## config.mk

```make
export PLATFORM = sky130hd
export DESIGN_NAME = dsol_core
export DESIGN_NICKNAME = d
export VERILOG_FILES = /design/src/pkg/dsol_pkg.sv /design/src/hdl/dsol_core.sv
export VERILOG_INCLUDE_DIRS = /design/src /design/src/pkg
export SDC_FILE = /design/constraint.sdc
export NUM_CORES = 1
export LEC_CHECK = 0
export BUFFER_PORTS_ARGS = -buffer_cell sky130_fd_sc_hd__buf_2
export CAP_MARGIN = 0
export CORE_MARGIN = 2
export CORE_UTILIZATION = 32
export DETAILED_ROUTE_END_ITERATION = 10
export PLACE_DENSITY_LB_ADDON = 0.3
export SLEW_MARGIN = 40
export SYNTH_ARGS = -nofsm -noshare
export SYNTH_HDL_FRONTEND = slang
export SYNTH_SLANG_ARGS = --single-unit
```

## constraint.sdc

```tcl
create_clock -name hclk -period 3.1 [get_ports hclk]
set_clock_uncertainty 0.2 [all_clocks]
set_input_delay 0.465 -clock hclk [delete_from_list [all_inputs] [get_ports hclk]]
set_output_delay 0.465 -clock hclk [all_outputs]
set_load 0.03 [all_outputs]
```

## src/pkg/dsol_cfg.svh

```systemverilog
// drive status output logic: offsets, field positions, reset values, timing
// assumes a 32-bit ahb-lite register bus and a 40 MHz clock
`ifndef DSOL_CFG_SVH
`define DSOL_CFG_SVH
// register byte offsets
`define DSOL_OFS_CTRL 8'h00
`define DSOL_OFS_ALLOC 8'h04
`define DSOL_OFS_ROT_THR 8'h08
`define DSOL_OFS_VM_WIDTH 8'h0C
`define DSOL_OFS_PD_WIDTH 8'h10
`define DSOL_OFS_PD_TIMING 8'h14
`define DSOL_OFS_STATUS 8'h18
`define DSOL_OFS_IRQ_STAT 8'h1C
`define DSOL_OFS_IRQ_MASK 8'h20
// control fields
`define DSOL_CTRL_POS_MODE 0
`define DSOL_CTRL_ABS_ENC 1
`define DSOL_CTRL_RESTART 2
// status bit positions (status, irq status and irq mask share them)
`define DSOL_EV_WARN 0
`define DSOL_EV_ROT 1
`define DSOL_EV_RDY 2
`define DSOL_EV_VM 3
`define DSOL_EV_PD 4
`define DSOL_NUM_EV 5
`define DSOL_ST_TIMING_LSB 5
`define DSOL_ST_ENC_ON 7
// setting ranges and reset values
`define DSOL_ROT_THR_MIN 14'h0001
`define DSOL_ROT_THR_MAX 14'h2710
`define DSOL_ROT_THR_RST 14'h0014
`define DSOL_VM_WIDTH_MAX 7'h64
`define DSOL_VM_WIDTH_RST 7'h0A
`define DSOL_PD_WIDTH_MAX 31'h40000000
`define DSOL_PD_WIDTH_RST 31'h00000007
`define DSOL_NUM_PINS 3
// control cycle timing
`define DSOL_CLK_PERIOD_NS 25
`define DSOL_CTRL_CYCLE_NS 62500
`define DSOL_CTRL_CYCLES (`DSOL_CTRL_CYCLE_NS / `DSOL_CLK_PERIOD_NS)
`endif

```

## src/pkg/dsol_pkg.sv

```systemverilog
// drive status output logic: shared types
// assumes dsol_cfg.svh supplies the numeric constants
package dsol_pkg;
  // pin allocation code: 0 leaves the signal off every pin, n picks pin n-1
  typedef logic [1:0] dsol_alloc_t;
  typedef logic [2:0] dsol_pins_t;
  // positioning done timing choices
  typedef enum logic [1:0] {
    DSOL_PD_ERR_ONLY = 2'b00,
    DSOL_PD_FILT_ZERO = 2'b01,
    DSOL_PD_RAW_ZERO = 2'b10
  } dsol_pd_timing_t;
endpackage

```

## src/hdl/dsol_core.sv

```systemverilog
// drive status output logic: warning, rotation detect, servo ready,
// speed match and positioning done, mapped onto output pins
// assumes an ahb-lite master on hclk and inputs synchronous to hclk
//
// Contract
// warning output active while a warning is present, inactive otherwise
// each status reaches a pin only through its own allocation field
// rotation detect high while speed at or above threshold
// rotation threshold 1..10000 rpm, default 20, effective immediately
// servo ready needs main power, no safety block, no alarm, encoder on
// absolute data sent before encoder power-on command is accepted
// speed match while speed difference below width 0..100, default 10
// speed match produced only in speed control mode
// positioning done in position mode when error below width
// positioning width 0..1073741824, default 7, effective immediately
// timing select 0/1/2 adds filtered or raw zero, applies after restart
// host lowers the width if positioning done shows spuriously
// comparisons registered once per control cycle and held between
`timescale 1ns/1ps
`include "dsol_cfg.svh"
module dsol_core (
  input wire logic hclk,
  input wire logic hresetn,
  input wire logic hsel,
  input wire logic [31:0] haddr,
  input wire logic [1:0] htrans,
  input wire logic hwrite,
  input wire logic [2:0] hsize,
  input wire logic [31:0] hwdata,
  input wire logic hready,
  output logic hreadyout,
  output logic hresp,
  output logic [31:0] hrdata,
  input wire logic signed [15:0] motor_speed,
  input wire logic signed [15:0] reference_speed,
  input wire logic signed [31:0] position_error,
  input wire logic filtered_ref_zero,
  input wire logic raw_ref_zero,
  input wire logic main_power_on,
  input wire logic hardwired_safety_block,
  input wire logic alarm_active,
  input wire logic warning_active,
  input wire logic encoder_power_on_command,
  input wire logic abs_data_sent,
  output dsol_pkg::dsol_pins_t status_pins,
  output logic irq
);
  import dsol_pkg::*;

  ////////////////////////////////////////////////////////////////////////////
  // control cycle divider
  logic [11:0] div_q, div_d;
  logic tick;
  always_comb begin
    tick = (div_q == 12'(`DSOL_CTRL_CYCLES - 1));
    div_d = tick ? 12'h000 : div_q + 12'h001;
  end
  always_ff @(posedge hclk or negedge hresetn) begin
    if (!hresetn) div_q <= 12'h000;
    else div_q <= div_d;
  end

  ////////////////////////////////////////////////////////////////////////////
  // ahb-lite address phase capture; zero wait states, always okay
  logic wr_q, wr_d, rd_q, rd_d;
  logic [7:0] adr_q, adr_d;
  always_comb begin
    wr_d = hsel && htrans[1] && hready && hwrite;
    rd_d = hsel && htrans[1] && hready && !hwrite;
    adr_d = (hsel && htrans[1] && hready) ? haddr[7:0] : adr_q;
  end
  always_ff @(posedge hclk or negedge hresetn) begin
    if (!hresetn) begin
      wr_q <= 1'b0;
      rd_q <= 1'b0;
      adr_q <= 8'h00;
    end else begin
      wr_q <= wr_d;
      rd_q <= rd_d;
      adr_q <= adr_d;
    end
  end
  assign hreadyout = 1'b1;
  assign hresp = 1'b0;

  ////////////////////////////////////////////////////////////////////////////
  // settings registers; out-of-range writes are dropped, old value kept
  logic [1:0] mode_q, mode_d;
  logic [9:0] alloc_q, alloc_d;
  logic [13:0] rot_thr_q, rot_thr_d;
  logic [6:0] vm_w_q, vm_w_d;
  logic [30:0] pd_w_q, pd_w_d;
  logic [1:0] tim_pend_q, tim_pend_d;
  dsol_pd_timing_t tim_act_q, tim_act_d;
  logic [`DSOL_NUM_EV-1:0] imask_q, imask_d;
  logic restart;
  always_comb begin
    mode_d = mode_q;
    alloc_d = alloc_q;
    rot_thr_d = rot_thr_q;
    vm_w_d = vm_w_q;
    pd_w_d = pd_w_q;
    tim_pend_d = tim_pend_q;
    tim_act_d = tim_act_q;
    imask_d = imask_q;
    restart = wr_q && (adr_q == `DSOL_OFS_CTRL) && hwdata[`DSOL_CTRL_RESTART];
    if (wr_q) begin
      case (adr_q)
        `DSOL_OFS_CTRL: mode_d = hwdata[1:0];
        `DSOL_OFS_ALLOC: alloc_d = hwdata[9:0];
        `DSOL_OFS_ROT_THR: begin

          if (hwdata[31:14] == 18'h00000 && hwdata[13:0] >= `DSOL_ROT_THR_MIN
              && hwdata[13:0] <= `DSOL_ROT_THR_MAX) rot_thr_d = hwdata[13:0];
        end
        `DSOL_OFS_VM_WIDTH: begin

          if (hwdata[31:7] == 25'h0000000 && hwdata[6:0] <= `DSOL_VM_WIDTH_MAX)
            vm_w_d = hwdata[6:0];
        end
        `DSOL_OFS_PD_WIDTH: begin

          if (!hwdata[31] && hwdata[30:0] <= `DSOL_PD_WIDTH_MAX) pd_w_d = hwdata[30:0];
        end
        `DSOL_OFS_PD_TIMING: begin
          if (hwdata[1:0] != 2'b11) tim_pend_d = hwdata[1:0];
        end
        `DSOL_OFS_IRQ_MASK: imask_d = hwdata[`DSOL_NUM_EV-1:0];
        default: ;
      endcase
    end
    // pending timing choice only takes over on a restart; see
    if (restart) tim_act_d = dsol_pd_timing_t'(tim_pend_q);
  end
  always_ff @(posedge hclk or negedge hresetn) begin
    if (!hresetn) begin
      mode_q <= 2'b00;
      alloc_q <= 10'h000;
      rot_thr_q <= `DSOL_ROT_THR_RST;
      vm_w_q <= `DSOL_VM_WIDTH_RST;
      pd_w_q <= `DSOL_PD_WIDTH_RST;
      tim_pend_q <= 2'b00;
      tim_act_q <= DSOL_PD_ERR_ONLY;
      imask_q <= 5'h00;
    end else begin
      mode_q <= mode_d;
      alloc_q <= alloc_d;
      rot_thr_q <= rot_thr_d;
      vm_w_q <= vm_w_d;
      pd_w_q <= pd_w_d;
      tim_pend_q <= tim_pend_d;
      tim_act_q <= tim_act_d;
      imask_q <= imask_d;
    end
  end

  ////////////////////////////////////////////////////////////////////////////
  // status evaluation, sampled once per control cycle; see
  logic [15:0] spd_abs;
  logic [16:0] dif_abs;
  logic [31:0] err_abs;
  logic signed [16:0] dif;
  logic enc_ok, pos_mode;
  logic [`DSOL_NUM_EV-1:0] st_q, st_d, ev;
  always_comb begin
    pos_mode = mode_q[`DSOL_CTRL_POS_MODE];
    spd_abs = motor_speed[15] ? 16'(-motor_speed) : 16'(motor_speed);
    dif = 17'(reference_speed) - 17'(motor_speed);
    dif_abs = dif[16] ? 17'(-dif) : 17'(dif);
    err_abs = position_error[31] ? 32'(-position_error) : 32'(position_error);
    // command counts only once absolute data has gone out; see
    enc_ok = !mode_q[`DSOL_CTRL_ABS_ENC] || (encoder_power_on_command && abs_data_sent);
    st_d = st_q;
    if (tick) begin
      st_d[`DSOL_EV_WARN] = warning_active;
      st_d[`DSOL_EV_ROT] = spd_abs >= {2'b00, rot_thr_q};
      st_d[`DSOL_EV_RDY] = main_power_on && !hardwired_safety_block
                           && !alarm_active && enc_ok;
      st_d[`DSOL_EV_VM] = !pos_mode && (dif_abs < {10'h000, vm_w_q});
      st_d[`DSOL_EV_PD] = pos_mode && (err_abs < {1'b0, pd_w_q});
      case (tim_act_q)
        DSOL_PD_FILT_ZERO: st_d[`DSOL_EV_PD] = st_d[`DSOL_EV_PD] && filtered_ref_zero;
        DSOL_PD_RAW_ZERO: st_d[`DSOL_EV_PD] = st_d[`DSOL_EV_PD] && raw_ref_zero;
        default: ;
      endcase
    end
    ev = st_d & ~st_q;
  end
  always_ff @(posedge hclk or negedge hresetn) begin
    if (!hresetn) st_q <= 5'h00;
    else st_q <= st_d;
  end

  ////////////////////////////////////////////////////////////////////////////
  // pin mapping: a signal with allocation 0 drives no pin; see
  dsol_pins_t pins_d;
  always_comb begin
    pins_d = 3'b000;
    for (int s = 0; s < `DSOL_NUM_EV; s++) begin
      for (int p = 0; p < `DSOL_NUM_PINS; p++) begin
        if (alloc_q[2*s +: 2] == 2'(p + 1) && st_q[s]) pins_d[p] = 1'b1;
      end
    end
  end
  always_ff @(posedge hclk or negedge hresetn) begin
    if (!hresetn) status_pins <= 3'b000;
    else status_pins <= pins_d;
  end

  ////////////////////////////////////////////////////////////////////////////
  // interrupt: rising status levels set sticky bits, write one clears;
  // a set in the clearing cycle wins so no event is lost
  logic [`DSOL_NUM_EV-1:0] istat_q, istat_d, iclr;
  always_comb begin
    iclr = (wr_q && adr_q == `DSOL_OFS_IRQ_STAT) ? hwdata[`DSOL_NUM_EV-1:0] : 5'h00;
    istat_d = (istat_q & ~iclr) | ev;
  end
  always_ff @(posedge hclk or negedge hresetn) begin
    if (!hresetn) begin
      istat_q <= 5'h00;
      irq <= 1'b0;
    end else begin
      istat_q <= istat_d;
      irq <= |(istat_d & imask_d);
    end
  end

  ////////////////////////////////////////////////////////////////////////////
  // read data, decoded in the address phase and registered for the data phase; unmapped reads give zero
  logic [31:0] rdat_d;
  always_comb begin
    rdat_d = 32'h00000000;
    if (rd_d) begin
      case (haddr[7:0])
        `DSOL_OFS_CTRL: rdat_d = {30'h00000000, mode_q};
        `DSOL_OFS_ALLOC: rdat_d = {22'h000000, alloc_q};
        `DSOL_OFS_ROT_THR: rdat_d = {18'h00000, rot_thr_q};
        `DSOL_OFS_VM_WIDTH: rdat_d = {25'h0000000, vm_w_q};
        `DSOL_OFS_PD_WIDTH: rdat_d = {1'b0, pd_w_q};
        `DSOL_OFS_PD_TIMING: rdat_d = {30'h00000000, tim_pend_q};
        `DSOL_OFS_STATUS: rdat_d = {24'h000000, enc_ok, tim_act_q, st_q};
        `DSOL_OFS_IRQ_STAT: rdat_d = {27'h0000000, istat_q};
        `DSOL_OFS_IRQ_MASK: rdat_d = {27'h0000000, imask_q};
        default: rdat_d = 32'h00000000;
      endcase
    end
  end
  always_ff @(posedge hclk or negedge hresetn) begin
    if (!hresetn) hrdata <= 32'h00000000;
    else hrdata <= rdat_d;
  end

  ////////////////////////////////////////////////////////////////////////////
  // assertions
  property p_warn;
    @(posedge hclk) disable iff (!hresetn) tick |=> (st_q[0] == $past(warning_active));
  endproperty
  a_warn: assert property (p_warn) else $error("warning level not sampled");
  property p_pin0;
    @(posedge hclk) disable iff (!hresetn)
      (alloc_q[1:0] == 2'b00 && alloc_q[3:2] == 2'b00 && alloc_q[5:4] == 2'b00
       && alloc_q[7:6] == 2'b00 && alloc_q[9:8] == 2'b00) |=> (status_pins == 3'b000);
  endproperty
  a_pin0: assert property (p_pin0) else $error("pin driven without allocation");
  property p_pinmap;
    @(posedge hclk) disable iff (!hresetn)
      (alloc_q[3:2] == 2'b10 && st_q[1]) |=> status_pins[1];
  endproperty
  a_pinmap: assert property (p_pinmap) else $error("rotation not on its pin");
  property p_rot;
    @(posedge hclk) disable iff (!hresetn)
      tick |=> (st_q[1] == ($past(spd_abs) >= {2'b00, $past(rot_thr_q)}));
  endproperty
  a_rot: assert property (p_rot) else $error("rotation detect wrong");
  property p_thr;
    @(posedge hclk) disable iff (!hresetn)
      ##1 (rot_thr_q >= 14'h0001 && rot_thr_q <= 14'h2710);
  endproperty
  a_thr: assert property (p_thr) else $error("threshold out of range");
  property p_rdy;
    @(posedge hclk) disable iff (!hresetn)
      (tick && (alarm_active || hardwired_safety_block || !main_power_on)) |=> !st_q[2];
  endproperty
  a_rdy: assert property (p_rdy) else $error("servo ready while blocked");
  property p_abs;
    @(posedge hclk) disable iff (!hresetn)
      (tick && mode_q[1] && !abs_data_sent) |=> !st_q[2];
  endproperty
  a_abs: assert property (p_abs) else $error("ready before absolute data sent");
  property p_vm_mode;
    @(posedge hclk) disable iff (!hresetn) (tick && mode_q[0]) |=> !st_q[3];
  endproperty
  a_vm_mode: assert property (p_vm_mode) else $error("speed match in position mode");
  property p_pd;
    @(posedge hclk) disable iff (!hresetn)
      (tick && mode_q[0] && tim_act_q == DSOL_PD_ERR_ONLY && err_abs < {1'b0, pd_w_q})
        |=> st_q[4];
  endproperty
  a_pd: assert property (p_pd) else $error("positioning done missed");
  property p_tim;
    @(posedge hclk) disable iff (!hresetn) (!restart) |=> $stable(tim_act_q);
  endproperty
  a_tim: assert property (p_tim) else $error("timing changed without restart");
  property p_hold;
    @(posedge hclk) disable iff (!hresetn) (!tick) |=> $stable(st_q);
  endproperty
  a_hold: assert property (p_hold) else $error("status moved between ticks");
  c_rdy: cover property (@(posedge hclk) disable iff (!hresetn) $rose(st_q[2]));
  c_pd: cover property (@(posedge hclk) disable iff (!hresetn) $rose(st_q[4]));
  c_irq: cover property (@(posedge hclk) disable iff (!hresetn) $rose(irq));
endmodule

```

==> impl_metrics.ini, run 1 <==
[setup_path]
crit_slowest_cell = or4_4
critPathMaxStageDelay_ns = 0.54
critical_path_peak_fanout = 6
crit_type = in -> reg
ff2ff_path_depth = 8
startpoint_type = input port
worst-endpoint-arrival_ns = 4.30
r2r-start = div_q[2]
cp_common_cell = or4_4
cp.required_ns = 3.21
ff2ff_setup_slack_ns = 0.24
path_cells = buf_6 > or4_4 > or4_4 > or3_4 > or3_4 > o21ai_4 > xnor2_2 > ha_1 > and3_4 > nand4_1 > or4_4 > o2111ai_2 > a2111o_1 > nand3_2 > a221oi_2 > o31ai_1
r2r-end = irq
end_kind = flip-flop

[clock_network]
cts_buffers = 17
cts_max_path_buffers = 2
clock_latency_ns = 0.43
cts-root-buf = clkbuf_16
cts_tree = built
h-tree-depth = 4
clock_sinks = 139
clk_pin_slew_ns = 0.06

[synth]
synth_ff_type = dfrtp_1
synth_seq_cells = 139
synth_cells = 1004
syn_area_mm2 = 0.00937
ys_seq_area_frac = 0.372
syn_avg_cell_area_um2 = 9.33
synth-async-reset-ratio = 1.00
synth_warnings = 0
yosys.cell_types.count = 77
synth_edf_count = 0
synth_top_cells_by_area = dfrtp_1, ha_1, mux2_2
yosysTopAreaCell = dfrtp_1
synth_top_area_share = 0.353

[sta]
slew_headroom = 0.546
tns_ns = -3.63
setup_viol = 7
hold_violations = 0
fmax_ghz = 0.238
tightest_slew_ns = 0.675
post-route-period-util = 1.35
final.min_clock_period_ns = 4.20
fin_ws_ns = -1.10
slew_viol_final = 0
whs_ns = 0.0685
rsz0062_at_grt = true

[drt]
via_per_inst = 5.06
drc = 0
antenna_left = 0
drtIter0Drc = 590
first_pass_iters = 5
wl_mm = 29.1
vias = 8765
wl_per_cell_um = 16.8

[pwr]
clkPwrFrac = 0.406
p_leak_uw = 0.00606
power_uw = 5300
p_per_area_mw_per_mm2 = 408
p_switching_uw = 1470
ir_worst_vdd_mv = 0.374
comb_power_share = 0.234
p_int_uw = 3830
switching_share = 0.277
seqPwrFrac = 0.360

[layout]
n_fill_cell = 2796
stdcell_count = 1731
layout.nets = 1550
drive_above_1_share = 0.379
syn_to_final_growth_pct = 38.4
final_common_cell = buf_4
mostFrequentLayoutCells = buf_4, buf_2, dfrtp_1

[run_status]
outcome = finished, violations left
violations = negative setup slack

[grt]
grt_pass1_wl_mm = 46.5
grt_max_degree = 51
antenna_found_initial = 3
grt_overflow_total = 0
grt_pass1_vias = 8784
grt_usage = 0.192

[flow_run]
drv_cap = 0

[placed_design]
place.gp.congestion = 0.925
hpwl_mm = 23.1
pre_cts_ws_ns = -1.70
io_buffers = 152
placed_cells = 1684

[die]
rows = 62
die_y_um = 175
core_area_mm2 = 0.0288
io-pin-count = 184
dieWidth_um = 175
initial_core_util = 0.326
dieArea_mm2 = 0.0307

[worst_hold_path]
hold_end = st_q[0]
hold_depth = 3
holdCritStartpoint = warning_active
min_path_type = in -> reg
-- stage by stage --
stage | utilization | cell area (um2)
after floorplan | - | 9530
after global placement | 0.417 | 12000
after detailed placement | 0.417 | 12000
after CTS | 0.447 | 12900
after global routing | 0.451 | 13000
final | 0.451 | 13000
-- state kept, by name, indices dropped and copies added, names as in the netlist --
register	count
adr_q	8
alloc_q	10
div_q	12
hrdata	31
imask_q	5
irq	1
istat_q	5
mode_q	2
pd_w_q	31
rot_thr_q	14
st_q	5
status_pins	3
tim_act_q	2
tim_pend_q	2
vm_w_q	7
wr_q	1
-- Yosys cell counts, types with 13 or more instances --
master and count:
ha_1 71, o21ai_0 53, nand2b_1 13, a21o_1 22, o31ai_1 17, mux2_2 71
inv_1 85, nor2_1 61, nor3_1 35, clkbuf_1 28, nand2_1 83, a21oi_1 44
xnor2_1 54, or3_1 15, nand3_1 21, dfrtp_1 132, nand4_1 13
-- cells by family (layout without fill, tap and decap cells) --
family,after synthesis,in the layout,share of synthesized area
AO/OA/AOI/OAI,229,229,0.168
XOR/XNOR,64,64,0.0598
adder cells (fa/ha/maj),72,72,0.0969
buffers and inverters,122,462,0.0514
flip-flops,139,139,0.372
multiplexers,73,73,0.0875
other,2,5,0.000801
AND/OR/NAND/NOR,303,303,0.164
-- power groups by stage --
stage | sequential, uW | clock, uW | combinational, uW
final | 1910 | 2150 | 1240
after floorplan | 1930 | 0 | 623
after CTS | 1910 | 2180 | 1210
after global placement | 1940 | 0 | 1150
after global routing | 1910 | 2270 | 1380
after detailed placement | 1940 | 0 | 1170
-- final cells by class --
cell class | count | area (um2) | area share
diodes | 2 | 5.00 | 0.000386
clock buffers | 22 | 484 | 0.0373
clock inverters | 10 | 139 | 0.0107
well taps | 384 | 480 | 0.0370
multi-input cells | 744 | 5730 | 0.442
flip-flops and latches | 139 | 3490 | 0.269
repair buffers | 344 | 2290 | 0.177
inverters | 86 | 357 | 0.0275
-- metal layers --
layer	vias to the layer above	track usage	share of wire
met1	4212	0.248	0.45
met2	224	0.330	0.48
met3	33	0.0333	0.046
met4	2	0.0552	0.018
li1	4294	-	-
met5	-	0	0.00041
-- repair_timing --
| item | 4_1_cts | 5_1_grt |
|---|---|---|
| hold endpoints to repair | 46 | 0 |
| gates resized for setup | 34 | 22 |
| setup buffers | 9 | 5 |
| hold buffers | 1 | 0 |
| endpoints found under the setup margin | 7 | 7 |
| pin swaps | 25 | 17 |
-- worst max path at each step --
stage	slack, ns	depth (start not counted)	to	startpoint
3_5_place_dp	-1.70	17	irq	position_error[5]
2_1_floorplan	-1.29	15	irq	position_error[11]
4_1_cts	-1.12	16	irq	position_error[11]
3_3_place_gp	-1.59	15	irq	position_error[11]
5_1_grt	-1.22	16	irq	position_error[11]
6_report	-1.10	16	irq	position_error[11]
-- worst max-delay path: cells and delay by family --
| family | cells | cell delay (ns) |
|---|---|---|
| AOI/OAI and AO/OA | 5 | 0.78 |
| xor gates and xnor gates | 1 | 0.07 |
| adders and majority gates | 1 | 0.29 |
| buffers and inverters | 1 | 0.09 |
| and+or+nand+nor | 8 | 2.58 |
Power figures use the tool's default switching activity.
==> run 2, diff against run 1 <==
--- a/config.mk
+++ b/config.mk
@@ -6,6 +6,7 @@
 export SDC_FILE = /design/constraint.sdc
 export NUM_CORES = 1
 export LEC_CHECK = 0
+export ABC_AREA = 1
 export BUFFER_PORTS_ARGS = -buffer_cell sky130_fd_sc_hd__buf_2
 export CAP_MARGIN = 0
 export CORE_MARGIN = 2
==> impl_metrics.ini, run 2 <==
[grt]
grt_overflow_total = 0
grt_max_degree = 72
grt_pass1_wl_mm = 50.2
grt_pass1_vias = 9925
grt_usage = 0.192
antenna_found_initial = 1

[synth]
ys_seq_area_frac = 0.348
synth.most_common_cell = nand2_1
syn_avg_cell_area_um2 = 7.35
yosysTopAreaCell = dfrtp_1
synth_seq_cells = 139
synth_ff_type = dfrtp_1
synth_top_cells_by_area = dfrtp_1, nand2_1, ha_1
synth_warnings = 0
yosys.cell_types.count = 55
synth-async-reset-ratio = 1.00
syn_area_mm2 = 0.0100
synth_commonest_cells = nand2_1, inv_1, dfrtp_1
synth_cells = 1363
synth_top_area_share = 0.330
synth_edf_count = 0

[drt]
drtIter0Drc = 639
vias = 10066
wl_met1_mm = 14.2
via_per_inst = 4.80
wl_mm = 31.8
antenna_left = 0
highest_layer = met5
drc = 0
wl_met2_mm = 15.4
wl_per_cell_um = 15.2
first_pass_iters = 6
wl_met3_mm = 1.40

[pwr]
switching_share = 0.312
p_int_uw = 3740
power_uw = 5430
ir_worst_vdd_mv = 0.224
comb_power_share = 0.267
p_switching_uw = 1700
seqPwrFrac = 0.359
p_per_area_mw_per_mm2 = 403
clkPwrFrac = 0.374
p_leak_uw = 0.00690

[sta]
slew_headroom = 0.442
tightest_slew_ns = 0.837
fin_ws_ns = -0.178
fmax_ghz = 0.305
post-route-period-util = 1.06
slew_viol_final = 0
tns_ns = -0.254
final.min_clock_period_ns = 3.28
rsz0062_at_grt = true
hold_violations = 0
setup_viol = 4

[die]
dieWidth_um = 181
core_area_mm2 = 0.0307
io-pin-count = 184
dieArea_mm2 = 0.0327
initial_core_util = 0.326
die_y_um = 181
rows = 64

[worst_hold_path]
min_path_type = in -> reg

[setup_path]
critPathMaxStageDelay_ns = 0.32
path_cells = buf_8 > buf_4 > nor3_2 > nand3_2 > nor2_4 > nand4_1 > nor2_1 > inv_1 > nor2_1 > inv_1 > nand2_1 > xor2_1 > ha_1 > nand4_1 > buf_4 > o221ai_1 > o21bai_1 > nand2_1 > nand2_2 > nand3_2 > nand2_2 > nand2_2 > nand3_2
path_buf_inv = 5
path_delay_family = simple AND/OR/NAND/NOR gates
cp.required_ns = 3.22
worst-endpoint-arrival_ns = 3.39
crit_type = in -> reg
crit_slowest_cell = ha_1
critical_path_peak_fanout = 3
end_kind = flip-flop
startpoint_type = input port

[placed_design]
io_buffers = 152
pre_cts_ws_ns = -0.873
hpwl_mm = 25.6
place_area_mm2 = 0.0124
place.gp.congestion = 0.948

[layout]
syn_to_final_growth_pct = 34.5
final_core_util = 0.439
diodes = 0
stdcell_area_mm2 = 0.0135
final_common_cell = nand2_1
drive_above_1_share = 0.294
largest_registers = hrdata x31, pd_w_q x31, rot_thr_q x14
mostFrequentLayoutCells = nand2_1, inv_1, buf_4
layout.nets = 1905

[clock_network]
cts-root-buf = clkbuf_16
h-tree-depth = 4
cts_max_path_buffers = 2
clk_pin_slew_ns = 0.06
cts_tree = built
clock_sinks = 139
cts_buffers = 17
clock_latency_ns = 0.43

[run_status]
violations = negative setup slack
outcome = finished, violations left

[flow_run]
drv_cap = 0
==> run 2: cell types whose count changed after synthesis, sizes merged, moves of 46 or more <==
cell,delta
inv,+149
mux2,-50
nand2,+250
nand3,+53
nor2,+56
xnor2,-46
==> run 2: path summary, 6_finish.rpt <==
path,from,end,slack (ns),depth (start not counted)
setup / recovery,position_error[1],irq,-0.18,23
hold / removal,hwrite,wr_q,0.06,3
setup reg to reg,div_q[0],irq,0.57,13
hold reg to reg,div_q[0],div_q[0],0.27,1
max in group asynchronous,hresetn,hrdata[21],1.52,3
min in group asynchronous,hresetn,hrdata[25],0.40,2
==> run 2: cell type report <==
class | count | area (um2)
fill | 3089 | 17200
clock inverter | 14 | 145
timing repair buffer | 328 | 2170
tap | 396 | 495
inverter | 237 | 912
multi-input combinational | 964 | 5820
clock buffer | 18 | 439
sequential | 139 | 3490
==> run 2: logic make-up (layout without fill, tap and decap cells) <==
| logic type | after synthesis | count (layout) | share of synthesized area |
|---|---|---|---|
| and+or+nand+nor | 626 | 626 | 0.281 |
| xor gates and xnor gates | 48 | 48 | 0.0420 |
| other | 2 | 3 | 0.000750 |
| buffers and inverters | 261 | 597 | 0.101 |
| AOI/OAI and AO/OA | 194 | 194 | 0.113 |
| adders and majority gates | 72 | 72 | 0.0907 |
| DFF | 139 | 139 | 0.348 |
| muxes | 21 | 21 | 0.0236 |
==> run 2: tightest hold or removal path, stage by stage <==
cell	delay (ns)
buf_2	0.11
inv_1	0.04
nor2_1	0.03
==> run 2: timing repair <==
item                       4_1_cts  5_1_grt
buffers inserted                15        5
gates resized for setup         32       44
hold buffers                     1        0
setup endpoints to repair        5        7
pin swaps                       25       31
hold endpoints to repair        62        0
==> run 2: routing by layer <==
| metal | vias up | GRT usage |
|---|---|---|
| met5 | - | 0 |
| li1 | 5079 | - |
| met2 | 251 | 0.333 |
| met4 | 2 | 0.0626 |
| met1 | 4686 | 0.245 |
| met3 | 48 | 0.0276 |
==> run 2: metrics by stage <==
step	cells	hold slack [ns]
final	2096	0.0615
after global routing	2096	0.0808
after CTS	2092	0.0558
after detailed placement	2044	0.262
after global placement	2044	0.254
after floorplan	1364	-0.0306
==> run 2: power groups by stage <==
stage	Clock (uW)	Sequential, uW	Combinational (uW)
floorplan	0	1980	767
global placement	0	1980	1320
detailed placement	0	1980	1350
CTS	2050	1950	1410
global route	2130	1960	1640
finish	2030	1950	1450
